**src/pd_rx_event_pkg.sv**
```systemverilog
// constants, field positions and carriers for the receive event status block
package pd_rx_event_pkg;
  // register map (byte addresses on the plain register port)
  localparam logic [15:0] ADDR_EVENT_STATUS = 16'h1a82;
  localparam logic [15:0] ADDR_ERROR_STATUS = 16'h1a83;
  localparam logic [15:0] ADDR_EVENT_ENABLE = 16'h1a87;
  localparam logic [15:0] ADDR_ERROR_ENABLE = 16'h1a88;
  localparam logic [15:0] ADDR_SOP_TYPE_ENABLE = 16'h1a90;
  // event status field positions
  localparam int EV_FIFO_PENDING = 7;
  localparam int EV_BUS_IDLE = 6;
  localparam int EV_CABLE_RESET = 5;
  localparam int EV_HARD_RESET = 3;
  localparam int EV_FRAME_END = 2;
  localparam int EV_FRAME_START = 1;
  localparam int EV_RX_DONE = 0;
  // error status field positions
  localparam int ER_COUNTER_LIMIT = 7;
  localparam int ER_CORRUPT = 3;
  localparam int ER_OVERRUN = 2;
  localparam int ER_PROTOCOL = 1;
  localparam int ER_DISCARDED = 0;
  // writable masks and reset values
  localparam logic [7:0] EVENT_W1C_MASK = 8'h6f;
  localparam logic [7:0] ERROR_W1C_MASK = 8'h8f;
  localparam logic [7:0] EVENT_ENABLE_MASK = 8'hef;
  localparam logic [7:0] EVENT_RESET = 8'h40;
  localparam logic [7:0] ERROR_RESET = 8'h00;
  localparam logic [7:0] ENABLE_RESET = 8'h00;
  localparam int SOP_TYPES = 5;
  localparam logic [SOP_TYPES-1:0] SOP_ENABLE_RESET = 5'h1f;
  // corrupt cause vector positions
  localparam int CAUSE_BAD_CRC = 0;
  localparam int CAUSE_SYMBOL = 1;
  localparam int CAUSE_OVERSIZE = 2;
  localparam int CAUSE_ODD_NIBBLE = 3;

  // one received message as reported by the receiver
  typedef struct packed {
    logic done;       // one-cycle pulse: message fully received with good crc
    logic isGoodCrc;  // message is a goodcrc
    logic isPing;     // message is a ping
    logic duplicate;  // message id repeats the last one
  } rxMsg_s;

  // operating modes of the mac
  typedef struct packed {
    logic autoRetry;        // automatic retry active
    logic autoResponse;     // automatic goodcrc response active
    logic goodCrcExpected;  // a goodcrc is awaited for our transmit
  } macMode_s;

  // frame tracking between start and end of a packet
  typedef enum logic [1:0] {
    FRAME_IDLE = 2'b00,
    FRAME_ENABLED = 2'b01,
    FRAME_DISABLED = 2'b10
  } frame_e;
endpackage : pd_rx_event_pkg

```
**src/pd_rx_event_status.sv**
```systemverilog
// receive event and receive error status registers with interrupt request
// Behaviour
// event bit 7 is read-only, high exactly while receive fifo holds data
// event bit 6 sets when bus shows no activity; resets to one
// idle bit is an event: sets on enable when idle, else on idle
// idle events are produced only while mac clocks run
// event bit 5 sets when a cable reset message is received
// event bit 3 sets on hard reset; bit 4 reserved, reads zero
// event bit 2 sets on valid end framing; bad ending discards the packet
// end event only for frames whose start type is enabled
// event bit 1 sets on valid start framing of an enabled type
// event bit 0 sets on good receive; expected goodcrc in retry excluded
// in auto response duplicates are discarded without receive-done; a duplicate that is also a protocol error here is queued with receive-done
// in auto response receive-done sets before the goodcrc reply starts
// hardware sets event bits; writing one clears, zero leaves them
// enables gate only the interrupt, status records events regardless; idle bit 6 here sets only while its enable is set
// error bit 7 sets when bad crc or duplicate counter hits limit
// counter limit bit is persistent; sets again while condition holds
// error bit 3 on corrupt packet; matching packet status flag set too
// error bit 2 on packet with no buffer space; flag full, discard
// error bit 1 on unexpected message awaiting goodcrc; abort retry
// on protocol error message is still queued and receive-done set
// error bit 0 on discarded packet; bits 6 to 4 reserved, read zero
// all interrupt enables are zero after reset
// interrupt is or of every status bit and its enable
`timescale 1ns/1ns
module pd_rx_event_status (
  input wire logic clk_sys, // system clock 100 MHz
  input wire logic rst_n, // async reset, active low
  input wire logic [15:0] regAddr, // register address
  input wire logic [7:0] regWdata, // register write data
  input wire logic regWr, // write strobe
  input wire logic regRd, // read strobe
  output logic [7:0] regRdata, // read data, cycle after strobe
  input wire logic fifoNotEmpty, // receive fifo holds unread data
  input wire logic lineIdle, // no activity on the bus
  input wire logic clocksRunning, // mac clocks enabled
  input wire logic cableResetRx, // pulse: cable reset received
  input wire logic hardResetRx, // pulse: hard reset received
  input wire logic sopSeen, // pulse: valid start framing
  input wire logic [2:0] sopType, // start type index of sopSeen
  input wire logic eopGood, // pulse: valid end framing
  input wire logic eopBad, // pulse: bad end or abnormal stop
  input wire pd_rx_event_pkg::rxMsg_s rxMsg, // received message report
  input wire pd_rx_event_pkg::macMode_s macMode, // mac operating modes
  input wire logic badCrcLimit, // bad crc counter at limit
  input wire logic dupLimit, // duplicate counter at limit
  input wire logic corruptPkt, // pulse: corrupt packet
  input wire logic [3:0] corruptCause, // cause bits of corruptPkt
  input wire logic pktArrive, // pulse: packet begins storing
  input wire logic bufferFull, // no buffer space at pktArrive
  output logic discardPkt, // pulse: drop current packet
  output logic storePkt, // pulse: keep message in receive queue
  output logic replyStart, // pulse: start automatic goodcrc
  output logic retryAbort, // pulse: abort retry, flag transmit aborted
  output logic [3:0] pktStatusSet, // pulse: packet status flags to set
  output logic fifoFullSet, // pulse: fifo-full packet status flag
  output logic irq // interrupt request, active high
);

  logic [7:0] eventStat_q;
  logic [7:0] eventStat_d;
  logic [7:0] errorStat_q;
  logic [7:0] errorStat_d;
  logic [7:0] eventEn_q;
  logic [7:0] errorEn_q;
  logic [pd_rx_event_pkg::SOP_TYPES-1:0] sopEn_q;
  logic [7:0] eventSet;
  logic [7:0] errorSet;
  logic [7:0] eventClr;
  logic [7:0] errorClr;
  logic [7:0] eventView;
  logic idleArm;
  logic idleArm_q;
  logic sopTypeOk;
  pd_rx_event_pkg::frame_e frame_q;
  logic dropMsg;
  logic protoErr;
  logic acceptMsg;

  // register write decode
  always_comb
  begin
    eventClr = 8'h00;
    errorClr = 8'h00;
    if (regWr && regAddr == pd_rx_event_pkg::ADDR_EVENT_STATUS)
    begin
      eventClr = regWdata & pd_rx_event_pkg::EVENT_W1C_MASK;
    end
    if (regWr && regAddr == pd_rx_event_pkg::ADDR_ERROR_STATUS)
    begin
      errorClr = regWdata & pd_rx_event_pkg::ERROR_W1C_MASK;
    end
  end

  // enable registers
  always_ff @(posedge clk_sys or negedge rst_n)
  begin
    if (!rst_n)
    begin
      eventEn_q <= pd_rx_event_pkg::ENABLE_RESET;
      errorEn_q <= pd_rx_event_pkg::ENABLE_RESET;
    end
    else if (regWr)
    begin
      if (regAddr == pd_rx_event_pkg::ADDR_EVENT_ENABLE)
      begin
        eventEn_q <= regWdata & pd_rx_event_pkg::EVENT_ENABLE_MASK;
      end
      if (regAddr == pd_rx_event_pkg::ADDR_ERROR_ENABLE)
      begin
        errorEn_q <= regWdata & pd_rx_event_pkg::ERROR_W1C_MASK;
      end
    end
  end

  // start type enable register
  always_ff @(posedge clk_sys or negedge rst_n)
  begin
    if (!rst_n)
    begin
      sopEn_q <= pd_rx_event_pkg::SOP_ENABLE_RESET;
    end
    else if (regWr && regAddr == pd_rx_event_pkg::ADDR_SOP_TYPE_ENABLE)
    begin
      sopEn_q <= regWdata[pd_rx_event_pkg::SOP_TYPES-1:0];
    end
  end

  // idle event arms only while enabled, idle and clocked
  assign idleArm = eventEn_q[pd_rx_event_pkg::EV_BUS_IDLE] && lineIdle && clocksRunning;

  always_ff @(posedge clk_sys or negedge rst_n)
  begin
    if (!rst_n)
    begin
      idleArm_q <= 1'b0;
    end
    else
    begin
      idleArm_q <= idleArm;
    end
  end

  // start type check
  assign sopTypeOk = (sopType < 3'(pd_rx_event_pkg::SOP_TYPES)) && sopEn_q[sopType[2:0]];

  // frame tracking from start to end
  always_ff @(posedge clk_sys or negedge rst_n)
  begin
    if (!rst_n)
    begin
      frame_q <= pd_rx_event_pkg::FRAME_IDLE;
    end
    else
    begin
      case (frame_q)
        pd_rx_event_pkg::FRAME_IDLE:
        begin
          if (sopSeen)
          begin
            frame_q <= sopTypeOk ? pd_rx_event_pkg::FRAME_ENABLED : pd_rx_event_pkg::FRAME_DISABLED;
          end
        end
        pd_rx_event_pkg::FRAME_ENABLED, pd_rx_event_pkg::FRAME_DISABLED:
        begin
          if (eopGood || eopBad)
          begin
            frame_q <= pd_rx_event_pkg::FRAME_IDLE;
          end
        end
        default:
        begin
          frame_q <= pd_rx_event_pkg::FRAME_IDLE;
        end
      endcase
    end
  end

  // message classification
  assign dropMsg = rxMsg.done && ((macMode.autoRetry && macMode.goodCrcExpected && rxMsg.isGoodCrc)
    || (macMode.autoResponse && rxMsg.duplicate && !protoErr));
  assign protoErr = rxMsg.done && macMode.autoRetry && macMode.goodCrcExpected
    && !rxMsg.isGoodCrc && !rxMsg.isPing;
  assign acceptMsg = rxMsg.done && !dropMsg;

  // event set sources
  always_comb
  begin
    eventSet = 8'h00;
    eventSet[pd_rx_event_pkg::EV_BUS_IDLE] = idleArm && !idleArm_q;
    eventSet[pd_rx_event_pkg::EV_CABLE_RESET] = cableResetRx;
    eventSet[pd_rx_event_pkg::EV_HARD_RESET] = hardResetRx;
    eventSet[pd_rx_event_pkg::EV_FRAME_END] = eopGood && frame_q == pd_rx_event_pkg::FRAME_ENABLED;
    eventSet[pd_rx_event_pkg::EV_FRAME_START] = sopSeen && sopTypeOk;
    eventSet[pd_rx_event_pkg::EV_RX_DONE] = acceptMsg;
  end

  // error set sources
  always_comb
  begin
    errorSet = 8'h00;
    errorSet[pd_rx_event_pkg::ER_COUNTER_LIMIT] = badCrcLimit || dupLimit;
    errorSet[pd_rx_event_pkg::ER_CORRUPT] = corruptPkt;
    errorSet[pd_rx_event_pkg::ER_OVERRUN] = pktArrive && bufferFull;
    errorSet[pd_rx_event_pkg::ER_PROTOCOL] = protoErr;
    errorSet[pd_rx_event_pkg::ER_DISCARDED] = dropMsg;
  end

  // sticky status, set wins over clear
  assign eventStat_d = ((eventStat_q & ~eventClr) | eventSet) & pd_rx_event_pkg::EVENT_W1C_MASK;
  assign errorStat_d = ((errorStat_q & ~errorClr) | errorSet) & pd_rx_event_pkg::ERROR_W1C_MASK;

  always_ff @(posedge clk_sys or negedge rst_n)
  begin
    if (!rst_n)
    begin
      eventStat_q <= pd_rx_event_pkg::EVENT_RESET;
      errorStat_q <= pd_rx_event_pkg::ERROR_RESET;
    end
    else
    begin
      eventStat_q <= eventStat_d;
      errorStat_q <= errorStat_d;
    end
  end

  // event view with live fifo level in bit 7
  always_comb
  begin
    eventView = eventStat_q;
    eventView[pd_rx_event_pkg::EV_FIFO_PENDING] = fifoNotEmpty;
  end

  // read data one cycle after the strobe
  always_ff @(posedge clk_sys or negedge rst_n)
  begin
    if (!rst_n)
    begin
      regRdata <= 8'h00;
    end
    else if (regRd)
    begin
      case (regAddr)
        pd_rx_event_pkg::ADDR_EVENT_STATUS: regRdata <= eventView;
        pd_rx_event_pkg::ADDR_ERROR_STATUS: regRdata <= errorStat_q;
        pd_rx_event_pkg::ADDR_EVENT_ENABLE: regRdata <= eventEn_q;
        pd_rx_event_pkg::ADDR_ERROR_ENABLE: regRdata <= errorEn_q;
        pd_rx_event_pkg::ADDR_SOP_TYPE_ENABLE: regRdata <= {3'h0, sopEn_q};
        default: regRdata <= 8'h00;
      endcase
    end
    else
    begin
      regRdata <= 8'h00;
    end
  end

  // commands back to the mac, one cycle after their cause
  always_ff @(posedge clk_sys or negedge rst_n)
  begin
    if (!rst_n)
    begin
      discardPkt <= 1'b0;
      storePkt <= 1'b0;
      replyStart <= 1'b0;
      retryAbort <= 1'b0;
      pktStatusSet <= 4'h0;
      fifoFullSet <= 1'b0;
    end
    else
    begin
      discardPkt <= dropMsg || eopBad || (pktArrive && bufferFull);
      storePkt <= acceptMsg;
      replyStart <= acceptMsg && macMode.autoResponse;
      retryAbort <= protoErr;
      pktStatusSet <= corruptPkt ? corruptCause : 4'h0;
      fifoFullSet <= pktArrive && bufferFull;
    end
  end

  // interrupt request from enabled status bits
  assign irq = |(eventView & eventEn_q) || |(errorStat_q & errorEn_q);

  // checks
  property p_fifoPending;
    @(posedge clk_sys) disable iff (!rst_n)
      regRd && regAddr == pd_rx_event_pkg::ADDR_EVENT_STATUS
        |=> regRdata[pd_rx_event_pkg::EV_FIFO_PENDING] == $past(fifoNotEmpty);
  endproperty
  a_fifoPending: assert property (p_fifoPending) else $error("fifo pending bit wrong");

  property p_idleStopped;
    @(posedge clk_sys) disable iff (!rst_n)
      !clocksRunning && !eventStat_q[pd_rx_event_pkg::EV_BUS_IDLE] && !eventClr[pd_rx_event_pkg::EV_BUS_IDLE]
        |=> !eventStat_q[pd_rx_event_pkg::EV_BUS_IDLE];
  endproperty
  a_idleStopped: assert property (p_idleStopped) else $error("idle event without clocks");

  property p_idleRise;
    @(posedge clk_sys) disable iff (!rst_n)
      $rose(idleArm) |-> ##1 eventStat_q[pd_rx_event_pkg::EV_BUS_IDLE];
  endproperty
  a_idleRise: assert property (p_idleRise) else $error("idle event missed");

  property p_eopGate;
    @(posedge clk_sys) disable iff (!rst_n)
      eopGood && frame_q != pd_rx_event_pkg::FRAME_ENABLED && !eventStat_q[pd_rx_event_pkg::EV_FRAME_END]
        |=> !eventStat_q[pd_rx_event_pkg::EV_FRAME_END];
  endproperty
  a_eopGate: assert property (p_eopGate) else $error("end event for disabled frame");

  property p_setWins;
    @(posedge clk_sys) disable iff (!rst_n)
      cableResetRx && eventClr[pd_rx_event_pkg::EV_CABLE_RESET] |=> eventStat_q[pd_rx_event_pkg::EV_CABLE_RESET];
  endproperty
  a_setWins: assert property (p_setWins) else $error("clear beat set");

  property p_clearOne;
    @(posedge clk_sys) disable iff (!rst_n)
      eventClr[pd_rx_event_pkg::EV_HARD_RESET] && !hardResetRx |=> !eventStat_q[pd_rx_event_pkg::EV_HARD_RESET];
  endproperty
  a_clearOne: assert property (p_clearOne) else $error("write one did not clear");

  property p_dropNoDone;
    @(posedge clk_sys) disable iff (!rst_n)
      dropMsg |=> errorStat_q[pd_rx_event_pkg::ER_DISCARDED] && !storePkt && !replyStart;
  endproperty
  a_dropNoDone: assert property (p_dropNoDone) else $error("dropped message indicated");

  property p_replyAfterDone;
    @(posedge clk_sys) disable iff (!rst_n)
      replyStart |-> eventStat_q[pd_rx_event_pkg::EV_RX_DONE] && $past(acceptMsg);
  endproperty
  a_replyAfterDone: assert property (p_replyAfterDone) else $error("reply before receive-done");

  property p_persistent;
    @(posedge clk_sys) disable iff (!rst_n)
      (badCrcLimit || dupLimit) |=> errorStat_q[pd_rx_event_pkg::ER_COUNTER_LIMIT];
  endproperty
  a_persistent: assert property (p_persistent) else $error("limit bit not persistent");

  property p_protocol;
    @(posedge clk_sys) disable iff (!rst_n)
      protoErr |=> retryAbort && storePkt && errorStat_q[pd_rx_event_pkg::ER_PROTOCOL]
        && eventStat_q[pd_rx_event_pkg::EV_RX_DONE];
  endproperty
  a_protocol: assert property (p_protocol) else $error("protocol error handling wrong");

  property p_irq;
    @(posedge clk_sys) disable iff (!rst_n)
      (eventEn_q == 8'h00 && errorEn_q == 8'h00) |-> !irq;
  endproperty
  a_irq: assert property (p_irq) else $error("interrupt while all disabled");

  property p_reserved;
    @(posedge clk_sys) disable iff (!rst_n)
      (errorStat_q & ~pd_rx_event_pkg::ERROR_W1C_MASK) == 8'h00
        && (eventStat_q & ~pd_rx_event_pkg::EVENT_W1C_MASK) == 8'h00;
  endproperty
  a_reserved: assert property (p_reserved) else $error("reserved bit set");

endmodule : pd_rx_event_status

```
**config.mk**
```make
export PLATFORM = sky130hd
export DESIGN_NAME = pd_rx_event_status
export DESIGN_NICKNAME = d
export VERILOG_FILES = /design/src/pd_rx_event_pkg.sv /design/src/pd_rx_event_status.sv
export SDC_FILE = /design/constraint.sdc
export NUM_CORES = 1
export LEC_CHECK = 0
export BUFFER_PORTS_ARGS = -buffer_cell sky130_fd_sc_hd__buf_2
export CAP_MARGIN = 40
export CORE_MARGIN = 2
export CORE_UTILIZATION = 40
export CTS_BUF_LIST = sky130_fd_sc_hd__clkbuf_2
export DETAILED_ROUTE_END_ITERATION = 16
export GPL_TIMING_DRIVEN = 0
export PLACE_DENSITY = 0.66
export SLEW_MARGIN = 5
export SYNTH_ARGS = -nofsm -noshare
export SYNTH_HDL_FRONTEND = slang
export SYNTH_SLANG_ARGS = --single-unit
```
**constraint.sdc**
```tcl
create_clock -name clk_sys -period 3.5 [get_ports clk_sys]
set_input_delay 0.7 -clock clk_sys [delete_from_list [all_inputs] [get_ports clk_sys]]
set_output_delay 0.7 -clock clk_sys [all_outputs]
set_load 0.02 [all_outputs]
```
# After elaboration in Yosys (flattened, before gate mapping)
# Cells that the tools add are included.
classes:
  div_mod_pow: 0
  n_shift: 0
  order_cmp: 2
  bitwise_logic: 8
  n_mux: 11
  n_addsub: 0
  multipliers: 0
  eq_ne: 9
  n_reduce_logical: 39
ops:
  columns: ["cell", "n"]
  rows:
  - ["16-bit by 13-bit equality test with 1-bit output (second input constant)", 5]
  - ["8-bit case mux with 5 select lines", 1]
  - ["8-bit bitwise AND", 3]
  - ["1-bit logical AND", 21]
  - ["8-bit 2-to-1 mux", 2]
  - ["8-bit OR reduction", 2]
  - ["8-bit inverter", 1]
  - ["8-bit bitwise OR", 1]
  - ["7-bit bitwise AND", 1]
  - ["7-bit 2-to-1 mux", 1]
  - ["7-bit inverter", 1]
  - ["7-bit bitwise OR", 1]
  - ["1-bit logical OR", 6]
  - ["2-bit 2-to-1 mux", 3]
  - ["2-bit AND reduction", 3]
  - ["1-bit logical NOT", 5]
  - ["3-bit by 4-bit < comparator with 1-bit output (second input constant)", 1]
  - ["4-bit 2-to-1 mux", 1]
  - ["2-bit inequality test (second input constant)", 2]
  - ["2-bit case mux with 2 select lines", 1]
  - ["1-bit binary-select mux with 3-bit select", 1]
  - ["3-bit < comparator (second input constant)", 1]
  - ["2-bit by 1-bit equality test with 1-bit output (second input constant)", 1]
  - ["2-bit equality test (second input constant)", 1]
  - ["3 further kinds", 3]
word_totals:
  rom_bits: 0
  regBits: 48
  out_inout_bits: 18
  inputBits: 55
  latchBits: 0
  memories: 0
  ramBits: 0
  word_cells: 83

# Depth between registers and ports, before layout
depth:
  ltp_word: 11
  ltp_mapped: 5
  ltp_nobuf: 5

# Worst setup path before layout
# OpenSTA, ideal clock, no wires.
synth_path:
  path_type: "input -> register"
  from: "input regAddr[4]"
  to: "register errorStat_q[7]"
  arrival_time_ns: 2.197
  setup_time_ns: 0.124
  slack_ns: 1.179
  n_path_buf: 1
  stages: 5
  t_required_ns: 3.376
  cell_sequence: "or4b_4 -> nor4_4 -> buf_4 -> nand3_1 -> a211o_1"
synth_via:
  elab_chain_len: 6
synth_lines:
  columns: ["item", "line", "rtl"]
  rows:
  - ["from (decl)", "pd_rx_event_status.sv:30", "input wire logic [15:0] regAddr,"]
  - ["16-bit by 13-bit equality test with 1-bit output", "pd_rx_event_status.sv:90", "if (regWr && regAddr == pd_rx_event_pkg::ADDR_ERROR_STATUS)"]
  - ["1-bit logical AND", "pd_rx_event_status.sv:90", null]
  - ["8-bit 2-to-1 mux", "pd_rx_event_status.sv:90", null]
  - ["8-bit inverter", "pd_rx_event_status.sv:212", "assign errorStat_d = ((errorStat_q & ~errorClr) | errorSet) & pd_rx_event_pkg::ERROR_W1C_MASK;"]
  - ["8-bit bitwise AND", "pd_rx_event_status.sv:212", null]
  - ["8-bit bitwise OR", "pd_rx_event_status.sv:212", null]
  - ["named net errorStat_d[7]", "pd_rx_event_status.sv:64", "logic [7:0] errorStat_d;"]
  - ["to (signal assigned)", "pd_rx_event_status.sv:219", "errorStat_q <= pd_rx_event_pkg::ERROR_RESET;"]
  - ["to (signal assigned)", "pd_rx_event_status.sv:224", "errorStat_q <= errorStat_d;"]
  - ["to (decl)", "pd_rx_event_status.sv:63", "logic [7:0] errorStat_q;"]
# The timed path passes the listed nets, and every way through them passes these cells.
# A chain may end at the register's enable or synchronous reset.

# Worst setup path in the final report
layout_path:
  from: "register errorStat_q[3]"
  to: "output irq"
layout_via:
  elab_chain_len: 3
layout_lines:
  columns: ["item", "line", "rtl"]
  rows:
  - ["8-bit bitwise AND", "pd_rx_event_status.sv:283", "assign irq = |(eventView & eventEn_q) || |(errorStat_q & errorEn_q);"]
  - ["8-bit OR reduction", "pd_rx_event_status.sv:283", null]
  - ["1-bit logical OR", "pd_rx_event_status.sv:283", null]
  - ["to (decl)", "pd_rx_event_status.sv:58", "output logic irq"]
# No other way between the ends.

==> results.cfg <==
[cts]
hold_fix_buffers_cts = 0
tritoncts.num_buffers = 5
clock_insertion_delay_worst_skew_ps = 420
gates_resized_cts_repair = 0
tritoncts = done
htree_num_levels = 2
post-cts-setup-buffers = 0
cts.clk_slew.worst_paths_ps = 230
cts_num_sinks = 48
max-clock-path-buffers = 2
clockRootBuffer = sky130_fd_sc_hd__clkbuf_2

[placed_design]
gpl.final_weighted_congestion = 0.753
dp.final_hpwl_um = 3850
place.detailed.instances = 316
port_buffers = 71

[setup_path]
critical_path.endpoint_type = primary output
cp.required_ps = 2800
critical_path_arrival_ps = 1700
worst_setup_path_start_kind = flop
critPathKind = flop to primary output
worst-path-max-fanout = 3

[synthesis]
yosys.area.top_type = sky130_fd_sc_hd__dfrtp_1
synth_top_cells_by_area = sky130_fd_sc_hd__dfrtp_1, sky130_fd_sc_hd__mux2_2, sky130_fd_sc_hd__dfstp_2
syn_avg_cell_area_um2 = 13.0
yosys-mux-area-fraction = 0.131
syn_nets = 228
proportion_of_netlist_area_held_by_the_largest_area_contributor = 0.472
synth_top_family_by_area = simple AND/OR/NAND/NOR gates
post_synth_fa_ha_maj_area_fraction = 0.0112
ys_seq_elements = 48
synth_warnings = 0
synth_xor_xnor_area_share = 0
post_synthesis_share_of_cell_area_spent_on_and_or_nand_and_nor_gates = 0.163
area_of_the_mapped_netlist_um2 = 2220
synthesis.instances = 171
synth-seq-area-share = 0.543
synth.lib_cells_used.distinct = 40
synth_compound_area_frac = 0.130

[layout]
regArea_um2 = 1210
multi_input_area_um2 = 968
drive_gt1_frac = 0.496
instances_no_fill = 324
layout.filler_cells = 501
layout-area-overhead-vs-synth_pct = 23.0
finish.net_count = 308
diodes = 0

[grt]
gr-total-overflow = 0
grt_antenna_before_repair = 0
grt_pass1_vias = 1758
wire_length_of_the_first_global_routing_pass_um = 8470
grt_max_degree = 28
gr-usage-all-layers = 0.177

[drt]
wire_per_inst_um = 15.6
drt-pass1-iter-count = 4
post_drt_via_cell_ratio = 5.33
antenna_left = 0
drt_wl_total_um = 5060
detail_route.drc_violations = 0
via_count = 1726
initialDrtViolationCount = 108

[sta]
setup_tns_ps = 0
maxClockFrequency_ghz = 0.417
max-slew-margin-rel = 0.585
setup_viol = 0
timing.final.max_slew_violations = 0
tightestPinTransition_ps = 622
final.period_utilization = 0.685
period_minus_slack_ps = 2400
clock_skew_ps = 12.2
rsz0062_at_grt = no
hold_violations = 0

[die]
floorplan.initialDensity = 0.409
core-area_um2 = 5440
fp.dieW_um = 78.6
rows = 27
floorplan.die.height_um = 78.6
pin_count = 73
die-area_um2 = 6170

[status]
status = complete, no violations

[power]
static-leakage-power_nw = 1.32
fin_total_pwr_uw = 915
peakVddDrop_v = 0.000199
pwr-share-comb = 0.125
sequential_group_share_of_total_power = 0.630
sw_frac_of_total = 0.267
power_density_nw_per_um2 = 334
internal-power_uw = 671
p_switching_uw = 244
clock_power_frac = 0.245

[hold_path]
hold_class = primary input to async pin

[job]
maxCapViolations = 0
==> path summary, 6_finish.rpt <==
check / cells past startpoint / startpoint / slack, ps / endpoint
min reg2reg: 1 / frame_q[1] / 540 / frame_q[1]
max: 4 / errorStat_q[3] / 1100 / irq
max in group asynchronous: 2 / rst_n / 2700 / eventStat_q[6]
max reg2reg: 3 / sopEn_q[3] / 2000 / eventStat_q[1]
min: 1 / rst_n / 200 / storePkt
min in group clk_sys: 2 / cableResetRx / 440 / eventStat_q[5]
==> placed cells by master, fill, tap and decap left out, types with 2 or more instances in the layout <==
cell type,netlist,routed
sky130_fd_sc_hd__a211o_1,2,2
sky130_fd_sc_hd__a21o_1,5,5
sky130_fd_sc_hd__a21oi_1,4,4
sky130_fd_sc_hd__a221oi_1,3,3
sky130_fd_sc_hd__a22o_1,7,7
sky130_fd_sc_hd__a22oi_1,8,8
sky130_fd_sc_hd__a32oi_1,2,2
sky130_fd_sc_hd__and2_1,5,5
sky130_fd_sc_hd__and3_1,3,3
sky130_fd_sc_hd__buf_2,2,74
sky130_fd_sc_hd__clkbuf_2,0,6
sky130_fd_sc_hd__dfrtp_1,42,42
sky130_fd_sc_hd__dfstp_2,6,6
sky130_fd_sc_hd__ha_1,2,2
sky130_fd_sc_hd__inv_1,7,7
sky130_fd_sc_hd__mux2_2,23,23
sky130_fd_sc_hd__nand2_1,3,3
sky130_fd_sc_hd__nand3_1,13,13
sky130_fd_sc_hd__nand3b_1,2,2
sky130_fd_sc_hd__nor2_1,3,3
sky130_fd_sc_hd__nor2b_1,3,3
sky130_fd_sc_hd__nor4_4,3,3
sky130_fd_sc_hd__o2bb2ai_1,2,2
sky130_fd_sc_hd__or4b_1,2,2
sky130_fd_sc_hd__or4b_2,2,2
sky130_fd_sc_hd__or4b_4,2,2
==> worst max-delay path, cell delays in order, from the launching register on <==
cell and delay, ps:
sky130_fd_sc_hd__dfrtp_1 460, sky130_fd_sc_hd__a22o_1 240, sky130_fd_sc_hd__a221oi_1 270, sky130_fd_sc_hd__nand3_1 140, sky130_fd_sc_hd__buf_2 180
==> final cells by class <==
cell class                      count  share of cell area
Multi-Input combinational cell    112               0.354
Clock inverter                      2             0.00412
Tap cell                           72              0.0329
Sequential cell                    48               0.442
Timing Repair Buffer               73               0.139
Inverter                            7             0.00960
Buffer                              4             0.00777
Clock buffer                        6              0.0110
==> routing by layer <==
layer,part of all wire,GRT usage
met5,0,0
met3,0.056,0.0494
met1,0.44,0.220
met2,0.50,0.299
met4,0.0081,0.0561
==> state kept, by name (all words and copies together) (netlist names), 2 cells and up <==
name          cells
errorStat_q       5
eventStat_q       6
frame_q           2
eventEn_q         7
pktStatusSet      4
errorEn_q         5
sopEn_q           5
regRdata          8
==> synth_stat cells (all sizes together) <==
cell type	number
dfrtp	42
mux2	23
nand3	14
a22oi	8
a22o	7
inv	7
dfstp	6
or4b	6
a21o	5
and2	5
a21oi	4
buf	4
nand2	4
nor4	4
a221oi	3
and3	3
nor2	3
nor2b	3
a211o	2
a32oi	2
ha	2
nand3b	2
o2bb2ai	2
a222oi	1
a31o	1
mux2i	1
mux4	1
nand4bb	1
nor3	1
nor3b	1
o21ai	1
o41ai	1
or2	1
==> power by group through the flow <==
stage | clock [mW] | combinational (mW) | sequential (mW)
after floorplan | 0 | 0.0447 | 0.590
after global placement | 0 | 0.110 | 0.585
after detailed placement | 0 | 0.117 | 0.585
after CTS | 0.236 | 0.117 | 0.576
after global routing | 0.262 | 0.129 | 0.578
final | 0.224 | 0.115 | 0.576
==> cells by family (layout without fill, tap and decap cells) <==
| logic type | after synthesis | count (layout) |
|---|---|---|
| fa+ha+maj | 2 | 2 |
| flops | 48 | 48 |
| compound gates | 37 | 37 |
| mux | 25 | 25 |
| simple gates | 48 | 48 |
| buf+inv | 11 | 92 |
==> through the flow <==
stage / hold slack [ps] / area (um2) / setup WS (ps) / util
after floorplan: 404 / 2220 / 1180 / -
after global placement: 478 / 2670 / 833 / 0.491
after detailed placement: 486 / 2700 / 795 / 0.496
after CTS: 191 / 2740 / 1060 / 0.503
after global routing: 173 / 2740 / 977 / 0.503
final: 198 / 2740 / 1100 / 0.503
No activity file was read; power rests on OpenSTA's default activity.
